<file path="src/inc/tsrs_pkg.sv">
// Shared constants and types for the temperature sensor register bank
package tsrs_pkg;

   // ==================================================================
   // Register selection codes, low four bits of register_select
   localparam logic [3:0] TSRS_SEL_RESERVED = 4'h0;
   localparam logic [3:0] TSRS_SEL_CONFIG   = 4'h1;
   localparam logic [3:0] TSRS_SEL_UPPER    = 4'h2;
   localparam logic [3:0] TSRS_SEL_LOWER    = 4'h3;
   localparam logic [3:0] TSRS_SEL_CRIT     = 4'h4;
   localparam logic [3:0] TSRS_SEL_TEMP     = 4'h5;
   localparam logic [3:0] TSRS_SEL_MFR_ID   = 4'h6;
   localparam logic [3:0] TSRS_SEL_DEV_ID   = 4'h7;

   // ==================================================================
   // Field positions and widths
   localparam int         TSRS_SEL_LSB      = 0;
   localparam int         TSRS_SEL_W        = 4;
   localparam int         TSRS_TEMP_W       = 13;
   localparam int         TSRS_ALERT_EN_BIT = 3;

   // ==================================================================
   // Values after reset
   localparam logic [7:0]  TSRS_SELECT_RST = 8'h00;
   localparam logic [15:0] TSRS_WORD_RST   = 16'h0000;

   // ==================================================================
   // Conversion period timing, 40 MHz clock
   localparam int TSRS_CLK_HZ         = 40000000;
   localparam int TSRS_CONV_PERIOD_MS = 250;
   localparam int TSRS_CONV_CYCLES    =
      (TSRS_CLK_HZ / 1000) * TSRS_CONV_PERIOD_MS;

   // ==================================================================
   // One byte handed over by the serial front end
   typedef struct packed {
      logic       valid;
      logic [7:0] data;
   } tsrs_byte_t;

   // Write phase of a write transaction
   typedef enum logic [1:0] {
      TSRS_WR_SELECT,
      TSRS_WR_HIGH,
      TSRS_WR_LOW,
      TSRS_WR_DONE
   } tsrs_wr_state_t;

endpackage : tsrs_pkg

</file>
<file path="src/logic/tsrs_bank.sv">
// Register bank, selection logic and limit compare of the sensor
//
// Contract
// - Temperature result is read-only; bus writes never alter it.
// - Result double-buffered; readable copy reloads once per conversion period.
// - Upper and lower alert limits are readable and writable.
// - Alert asserts when temperature leaves the upper/lower window.
// - Separate critical limit register gives a further threshold.
// - Configuration register sets up selectable features.
// - Manufacturer and device identification registers are readable.
// - Register selection is 8-bit, write-only, never read back.
// - Only low four selection bits decode; master writes upper bits zero.
// - Last written selection is kept for later reads.
// - No auto-increment; each register selected explicitly.
`timescale 1ns/10ps
`default_nettype none

module tsrs_bank
   import tsrs_pkg::*;
#(
   parameter int          CONV_CYCLES = TSRS_CONV_CYCLES,
   parameter logic [15:0] MFR_ID      = 16'h00A5, // Arbitrary value
   parameter logic [15:0] DEV_ID      = 16'h005A  // Arbitrary value
) (
   // Clock and reset
   input  wire logic             clock_in,
   input  wire logic             rst_n_in,
   // Transaction framing from the serial front end
   input  wire logic             xfer_start_in,
   input  wire logic             xfer_read_in,
   // Byte written by the master
   input  wire tsrs_byte_t       wr_byte_in,
   // Byte requested by the master
   input  wire logic             rd_req_in,
   output logic      [7:0]       rd_data_out,
   output logic                  rd_valid_out,
   // Converter result
   input  wire logic             sample_valid_in,
   input  wire logic [15:0]      sample_in,
   // Threshold outputs and reload pulse
   output logic                  alert_out,
   output logic                  crit_out,
   output logic                  update_out
);

   // ==================================================================
   // State
   logic [7:0]      register_select;
   logic [15:0]     temp_shadow;
   logic [15:0]     temp_result;
   logic [31:0]     conv_count;
   logic [7:0]      high_byte;
   logic            rd_low;
   tsrs_wr_state_t  wr_state;
   tsrs_wr_state_t  next_wr_state;

   // ==================================================================
   // Decode
   wire logic [3:0]  sel_code   =
      register_select[TSRS_SEL_LSB +: TSRS_SEL_W];
   wire logic        wr_select  = wr_byte_in.valid &&
                                  (wr_state == TSRS_WR_SELECT);
   wire logic        wr_high    = wr_byte_in.valid &&
                                  (wr_state == TSRS_WR_HIGH);
   wire logic        wr_commit  = wr_byte_in.valid &&
                                  (wr_state == TSRS_WR_LOW);
   wire logic [15:0] wr_word    = {high_byte, wr_byte_in.data};
   wire logic        wr_config  = wr_commit &&
                                  (sel_code == TSRS_SEL_CONFIG);
   wire logic        wr_upper   = wr_commit &&
                                  (sel_code == TSRS_SEL_UPPER);
   wire logic        wr_lower   = wr_commit &&
                                  (sel_code == TSRS_SEL_LOWER);
   wire logic        wr_crit    = wr_commit &&
                                  (sel_code == TSRS_SEL_CRIT);
   wire logic        conv_tick  = (conv_count == 32'(CONV_CYCLES - 1));

   // ==================================================================
   // Writable registers
   logic [15:0] config_word;
   logic [15:0] upper_word;
   logic [15:0] lower_word;
   logic [15:0] crit_word;

   tsrs_word_reg u_config (
      .clock_in  (clock_in),
      .rst_n_in  (rst_n_in),
      .write_in  (wr_config),
      .data_in   (wr_word),
      .value_out (config_word)
   );

   tsrs_word_reg u_upper (
      .clock_in  (clock_in),
      .rst_n_in  (rst_n_in),
      .write_in  (wr_upper),
      .data_in   (wr_word),
      .value_out (upper_word)
   );

   tsrs_word_reg u_lower (
      .clock_in  (clock_in),
      .rst_n_in  (rst_n_in),
      .write_in  (wr_lower),
      .data_in   (wr_word),
      .value_out (lower_word)
   );

   tsrs_word_reg u_crit (
      .clock_in  (clock_in),
      .rst_n_in  (rst_n_in),
      .write_in  (wr_crit),
      .data_in   (wr_word),
      .value_out (crit_word)
   );

   // ==================================================================
   // Read selection; the selection register itself is never a source
   logic [15:0] rd_word;
   always_comb begin
      case (sel_code)
         TSRS_SEL_CONFIG: rd_word = config_word;
         TSRS_SEL_UPPER:  rd_word = upper_word;
         TSRS_SEL_LOWER:  rd_word = lower_word;
         TSRS_SEL_CRIT:   rd_word = crit_word;
         TSRS_SEL_TEMP:   rd_word = temp_result;
         TSRS_SEL_MFR_ID: rd_word = MFR_ID;
         TSRS_SEL_DEV_ID: rd_word = DEV_ID;
         default:         rd_word = TSRS_WORD_RST;
      endcase
   end

   // Signed compare of the temperature fields
   wire logic signed [TSRS_TEMP_W-1:0] t_now   =
      temp_result[TSRS_TEMP_W-1:0];
   wire logic signed [TSRS_TEMP_W-1:0] t_upper =
      upper_word[TSRS_TEMP_W-1:0];
   wire logic signed [TSRS_TEMP_W-1:0] t_lower =
      lower_word[TSRS_TEMP_W-1:0];
   wire logic signed [TSRS_TEMP_W-1:0] t_crit  =
      crit_word[TSRS_TEMP_W-1:0];
   wire logic out_of_window = (t_now > t_upper) || (t_now < t_lower);
   wire logic alert_enable  = config_word[TSRS_ALERT_EN_BIT];

   // ==================================================================
   // Write phase sequencing; extra bytes are ignored
   always_comb begin
      next_wr_state = wr_state;
      if (xfer_start_in) begin
         next_wr_state = TSRS_WR_SELECT;
      end else if (wr_byte_in.valid) begin
         case (wr_state)
            TSRS_WR_SELECT: next_wr_state = TSRS_WR_HIGH;
            TSRS_WR_HIGH:   next_wr_state = TSRS_WR_LOW;
            TSRS_WR_LOW:    next_wr_state = TSRS_WR_DONE;
            default:        next_wr_state = TSRS_WR_DONE;
         endcase
      end
   end

   always_ff @(posedge clock_in or negedge rst_n_in) begin
      if (!rst_n_in) begin
         wr_state <= TSRS_WR_DONE;
      end else begin
         wr_state <= next_wr_state;
      end
   end

   // Register selection, held across transactions
   always_ff @(posedge clock_in or negedge rst_n_in) begin
      if (!rst_n_in) begin
         register_select <= TSRS_SELECT_RST;
      end else if (wr_select) begin
         register_select <= wr_byte_in.data;
      end
   end

   // High byte holding until the low byte completes the word
   always_ff @(posedge clock_in or negedge rst_n_in) begin
      if (!rst_n_in) begin
         high_byte <= 8'h00;
      end else if (wr_high) begin
         high_byte <= wr_byte_in.data;
      end
   end

   // ==================================================================
   // Read bytes, high then low, restarting each transaction
   always_ff @(posedge clock_in or negedge rst_n_in) begin
      if (!rst_n_in) begin
         rd_low       <= 1'b0;
         rd_data_out  <= 8'h00;
         rd_valid_out <= 1'b0;
      end else begin
         rd_valid_out <= rd_req_in;
         if (xfer_start_in) begin
            rd_low <= 1'b0;
         end else if (rd_req_in) begin
            rd_low      <= ~rd_low;
            rd_data_out <= rd_low ? rd_word[7:0] : rd_word[15:8];
         end
      end
   end

   // ==================================================================
   // Conversion period timer
   always_ff @(posedge clock_in or negedge rst_n_in) begin
      if (!rst_n_in) begin
         conv_count <= 32'h0000_0000;
      end else if (conv_tick) begin
         conv_count <= 32'h0000_0000;
      end else begin
         conv_count <= conv_count + 32'h0000_0001;
      end
   end

   // Shadow catches samples; readable copy loads once per period
   always_ff @(posedge clock_in or negedge rst_n_in) begin
      if (!rst_n_in) begin
         temp_shadow <= TSRS_WORD_RST;
         temp_result <= TSRS_WORD_RST;
         update_out  <= 1'b0;
      end else begin
         update_out <= conv_tick;
         if (sample_valid_in) begin
            temp_shadow <= sample_in;
         end
         if (conv_tick) begin
            temp_result <= temp_shadow;
         end
      end
   end

   // ==================================================================
   // Threshold outputs
   always_ff @(posedge clock_in or negedge rst_n_in) begin
      if (!rst_n_in) begin
         alert_out <= 1'b0;
         crit_out  <= 1'b0;
      end else begin
         alert_out <= alert_enable && out_of_window;
         crit_out  <= (t_now > t_crit);
      end
   end

   // Reads use the last written selection; the direction flag is not needed
   wire logic unused_ok = xfer_read_in;

endmodule : tsrs_bank

`default_nettype wire

</file>
<file path="src/logic/tsrs_word_reg.sv">
// Read/write 16-bit register loaded from a two-byte write
`timescale 1ns/10ps
`default_nettype none

module tsrs_word_reg
   import tsrs_pkg::*;
#(
   parameter logic [15:0] RESET_VALUE = TSRS_WORD_RST
) (
   // Clock and reset
   input  wire logic        clock_in,
   input  wire logic        rst_n_in,
   // Write port
   input  wire logic        write_in,
   input  wire logic [15:0] data_in,
   // Stored value
   output logic      [15:0] value_out
);

   // ==================================================================
   // Storage
   always_ff @(posedge clock_in or negedge rst_n_in) begin
      if (!rst_n_in) begin
         value_out <= RESET_VALUE;
      end else if (write_in) begin
         value_out <= data_in;
      end
   end

endmodule : tsrs_word_reg

`default_nettype wire

</file>
<file path="config.mk">
export PLATFORM = sky130hd
export DESIGN_NAME = tsrs_bank
export DESIGN_NICKNAME = d
export VERILOG_FILES = /design/src/inc/tsrs_pkg.sv /design/src/logic/tsrs_bank.sv /design/src/logic/tsrs_word_reg.sv
export SDC_FILE = /design/constraint.sdc
export NUM_CORES = 1
export LEC_CHECK = 0
export BUFFER_PORTS_ARGS = -buffer_cell sky130_fd_sc_hd__clkbuf_2
export CAP_MARGIN = 20
export CORE_AREA = 2 2 134 136
export DETAILED_ROUTE_END_ITERATION = 6
export DIE_AREA = 0 0 136 138
export GPL_ROUTABILITY_DRIVEN = 0
export PLACE_DENSITY = 0.7
export SETUP_SLACK_MARGIN = 0.3
export SLEW_MARGIN = 20
export SYNTH_ARGS = -nofsm -noshare
export SYNTH_HDL_FRONTEND = slang
export SYNTH_SLANG_ARGS = --single-unit
</file>
<file path="constraint.sdc">
create_clock -name clock_in -period 3 [get_ports clock_in]
set_clock_uncertainty 0.2 [all_clocks]
set_input_delay 0.3 -clock clock_in [delete_from_list [all_inputs] [get_ports clock_in]]
set_output_delay 0.3 -clock clock_in [all_outputs]
set_load 0.01 [all_outputs]
</file>
Yosys cells after proc, flatten, opt, wreduce, memory -nomap -nowiden
Index checks and enable logic that the tools add are counted.

Register bits: 155. Latch bits: 0. Memory bits (writable): 0. ROM bits: 0. Input port bits: 31. Output and inout port bits: 12. Logic and storage cells: 53. Memories kept: 0.

Add/sub/neg operators: 1. $mul: 0. Divide/modulo/power cells: 0. Magnitude comparators: 3. Eq/ne operators: 10. Shift operators: 0. Mux-type cells: 8. Bitwise gates (word level): 2. Reduce and logical (&&, ||, !) cells: 13.

Operators by type and width (number): $pmux W16 S7 (1); $add A32 B1 Y32 const B (1); $eq A32 B24 Y1 const B (1); $mux W32 (1); $gt A13 B13 Y1 (2); $eq A4 B3 Y1 const B (4); $lt A13 B13 Y1 (1); $eq A4 B2 Y1 const B (2); $logic_and A1 B1 Y1 (8); $mux W8 (1); $eq A4 B1 Y1 const B (1); $mux W2 (2); $pmux W2 S2 (1); $reduce_bool A2 Y1 (2); $eq A2 B1 Y1 const B (1); $eq A2 B2 Y1 const B (1); $logic_not A2 Y1 (1); $mux W1 (2); $not A1 Y1 (2); $reduce_and A2 Y1 (1); $logic_or A1 B1 Y1 (1).

Longest topological paths before layout
Depth in word-level cells: 4. Depth in mapped cells: 8. Depth with buffers taken out: 8.

By module
From an unflattened synthesis, not the netlist that was laid out.

Cells, all modules: 690. Area, all modules: 8169.1 um^2.

Modules (own cells, without submodules): tsrs_bank (times used 1, cells each 554, area an instance 5571.6 um^2, sequential area each 2279.7 um^2); tsrs_word_reg (times used 4, cells each 34, area an instance 649.4 um^2, sequential area each 400.4 um^2).

Least setup slack after synthesis
Ideal clock, no wire load.

Kind: register -> register. Start point: register conv_count[21]. End point: register temp_result[10]. Library setup time: 0.127 ns. Arrival: 1.809 ns. Data required time: 2.673 ns. Path slack: 0.864 ns. Stages on the path, launching flop included: 6. Path buffers: 1. Period minus slack after synthesis: 2.136 ns. Cell sequence: dfrtp_1 > and4bb_2 > nand4_1 > nor4_4 > buf_6 > mux2_1.

Longest elaborated chain between the ends: 1.

RTL lines: from (decl) (RTL line tsrs_bank.sv:51) `logic [31:0] conv_count;`; from (signal assigned) (RTL line tsrs_bank.sv:213) `conv_count <= conv_count + 32'h0000_0001;`; $eq A32 B24 Y1 (RTL line tsrs_bank.sv:76) `wire logic conv_tick = (conv_count == 32'(CONV_CYCLES - 1));`; to (signal assigned) (RTL line tsrs_bank.sv:229) `temp_result <= temp_shadow;`; to (decl) (RTL line tsrs_bank.sv:50) `logic [15:0] temp_result;`.

No other way between the ends. A chain may end at the register's enable or synchronous reset.

Worst setup path after layout
Start point: input port xfer_start_in. End point: register rd_data_out[0].

Longest elaborated chain between the ends: 2.

RTL lines: from (decl) (RTL line tsrs_bank.sv:29) `input wire logic xfer_start_in,`; $not A1 Y1 (no source line); $reduce_and A2 Y1 (no source line); to (signal assigned) (RTL line tsrs_bank.sv:200) `rd_data_out <= rd_low ? rd_word[7:0] : rd_word[15:8];`; to (decl) (RTL line tsrs_bank.sv:35) `output logic [7:0] rd_data_out,`.

No other way between the ends.

==> flow_summary.ini <==
[timing]
final-hold-violation-count = 0
rsz0062_at_grt = no
drv_slew = 0
fin_crit_sh_pct = 78.8
relSlewSlack_pct = 25.2
finalSetupTns_ns = 0
worstMarginPinSlew_ns = 1.11
setup_slack_ns = 0.636
finalSetupViolations = 0
period_needed_ns = 2.36
fmax_mhz = 423
hold_slack_ns = 0.0259

[worst_hold_path]
hold_path_depth = 3
hold_path_class = in -> reg

[setup_path]
cp-start-kind = input port
critPathMaxFanout = 9
worstSetupPathType = in -> reg
reg2reg_depth = 4
endpoint_kind = register
cp.required_ns = 3.17
crit_arrival_ns = 2.53

[power]
power.internal_mw = 4.03
ir_drop_mv = 0.438
p_sw_mw = 1.59
power_frac_comb_pct = 15.5
powerDensity_nw_per_um2 = 616
clkPwrFrac_pct = 40.0
sequentialPowerShare_pct = 44.5
p_sw_share_pct = 28.3
leakage_nw = 4.35

[cells_and_area]
drive_above_1_share_pct = 22.4
syn_to_final_growth_pct = 18.6
layout.nets = 842
insertedDiodeCount = 0
final_common_cell = dfrtp_1
final_cell_mix = dfrtp_1, nand2_1, mux2_2, inv_1, clkbuf_2
finalCoreUtilization_pct = 52.0
fin_area_um2 = 9120

[routing]
wl_per_cell_um = 17.8
first_pass_iters = 5
num_vias = 5534
wirelength_mm = 18.1
drc_errors = 0
ant_nets = 0
vias_per_cell = 5.46
first_iter_violations = 435

[place]
placed_area_um2 = 8240
io_buffers = 41
pre_cts_ws_ns = 0.696
place.detailed.hpwl_mm = 12.7

[global_route]
overflow = 0
grt_pass1_wl_mm = 29.9
antenna_found_initial = 0
grt_use_total_pct = 20.6
grt_pass1_vias = 5599
grt_max_degree = 68

[run]
drv_cap = 0

[clock_tree]
clkSlewWorstSetupHoldPaths_ns = 0.06
cts_max_level = 4
ctsResizeCount = 0
cts.sinks = 155
cts_tree = done
cts_buffers = 17
clock_latency_ns = 0.43
cts_root_buf = clkbuf_16
post-cts-setup-buffer-count = 0
cts_max_path_buffers = 2
cts_hold_buffers = 26

[synth]
synth.avg_cell_area_um2 = 11.0
synth_area_um2 = 7690
ys_ff_latch = 155
async_flop_share_pct = 100
synth.distinct_cells = 48
synthFlopType = dfrtp_1
ys_seq_area_share_pct = 50.5
syn_nets = 766
ys_warn_count = 0
syn_inst = 696
synth-edff-count = 0

[die]
initial_utilization_pct = 43.8
rows = 49
die_w_um = 136
coreArea_um2 = 17500
die_y_um = 138
io_pins = 43
die_area_um2 = 18800

[outcome]
status = finished clean
## state kept, by name, indices dropped and copies added, names as in the netlist, 16 cells and up
signal / flops
u_lower.value_out: 16
conv_count: 32
temp_result: 16
u_config.value_out: 16
u_upper.value_out: 16
temp_shadow: 16
u_crit.value_out: 16
## kinds of logic after synthesis
kind of cell / count (synthesis) / synth area share, %
AOI/OAI and AO/OA: 107 / 9.69
xor gates and xnor gates: 28 / 3.19
adders and majority gates: 39 / 6.35
buffers and inverters: 70 / 3.76
DFF: 155 / 50.5
muxes: 93 / 13.5
and+or+nand+nor: 204 / 13.0
## metrics by stage
stage / instances / total power [mW]
floorplan: 696 / 3.03
global placement: 956 / 3.35
detailed placement: 956 / 3.37
CTS: 1014 / 5.64
global route: 1014 / 5.88
finish: 1014 / 5.61
## path summary, 6_finish.rpt
| path | startpoint | end | slack (ns) |
|---|---|---|---|
| min in group asynchronous | rst_n_in | conv_count[18] | 0.22 |
| max in group asynchronous | rst_n_in | u_lower.value_out[4] | 1.48 |
| setup / recovery | xfer_start_in | rd_data_out[0] | 0.64 |
| hold reg to reg | conv_count[31] | conv_count[31] | 0.28 |
| hold / removal | wr_byte_in[1] | u_upper.value_out[1] | 0.03 |
| setup reg to reg | register_select[1] | rd_data_out[0] | 0.66 |
## synth_stat cells (2+ instances only)
cell | number | share of area, %
dfrtp_1 | 153 | 50
nand2_1 | 80 | 3.9
mux2_2 | 79 | 12
inv_1 | 40 | 2.0
ha_1 | 39 | 6.3
nor2_1 | 39 | 1.9
o21ai_0 | 34 | 2.2
xnor2_1 | 20 | 2.3
nand3_1 | 19 | 1.2
nor2b_1 | 15 | 1.2
a21oi_1 | 13 | 0.85
a221oi_1 | 12 | 1.4
buf_2 | 12 | 0.78
clkbuf_1 | 12 | 0.59
a32o_1 | 11 | 1.4
nand4_1 | 10 | 0.81
nor3_1 | 10 | 0.65
a22oi_1 | 8 | 0.78
mux2_1 | 8 | 1.2
xor2_1 | 8 | 0.91
and3_1 | 7 | 0.57
a21o_1 | 6 | 0.59
mux2i_1 | 6 | 0.78
nand2b_1 | 6 | 0.49
o2111ai_1 | 5 | 0.57
a211oi_1 | 4 | 0.39
and2_1 | 4 | 0.33
and4_1 | 4 | 0.46
o221ai_1 | 4 | 0.46
o31ai_1 | 4 | 0.39
buf_1 | 3 | 0.15
a211o_1 | 2 | 0.23
dfstp_2 | 2 | 0.68
nor3b_1 | 2 | 0.20
nor4b_2 | 2 | 0.39
## final cells by class
| class | count | area [µm²] |
|---|---|---|
| clock buffers | 22 | 484 |
| clock inverters | 10 | 130 |
| fillers | 1612 | 8420 |
| inverters | 41 | 154 |
| multi-input cells | 471 | 3520 |
| flip-flops and latches | 155 | 3880 |
| well taps | 229 | 287 |
| repair buffers | 86 | 664 |
## metal layers
layer / GRT usage [%] / part of all wire [%] / up-vias
li1: - / - / 2614
met1: 28.5 / 46 / 2787
met2: 32.7 / 48 / 116
met3: 4.44 / 4.4 / 17
met4: 6.14 / 1.5 / 0
met5: 0 / 0 / -
## power groups by stage
stage	clock network, mW	registers [mW]	logic [mW]
floorplan	0	2.45	0.575
global placement	0	2.53	0.821
detailed placement	0	2.53	0.837
CTS	2.27	2.50	0.875
global route	2.38	2.53	0.978
finish	2.24	2.50	0.872
## worst max-delay path: stages
cell,delay [ns]
dlygate4sd3_1,0.54
clkbuf_2,0.13
nand2b_1,0.33
nor3_1,0.93
a32o_1,0.29
Note: power is estimated with default switching activity, not from simulation.
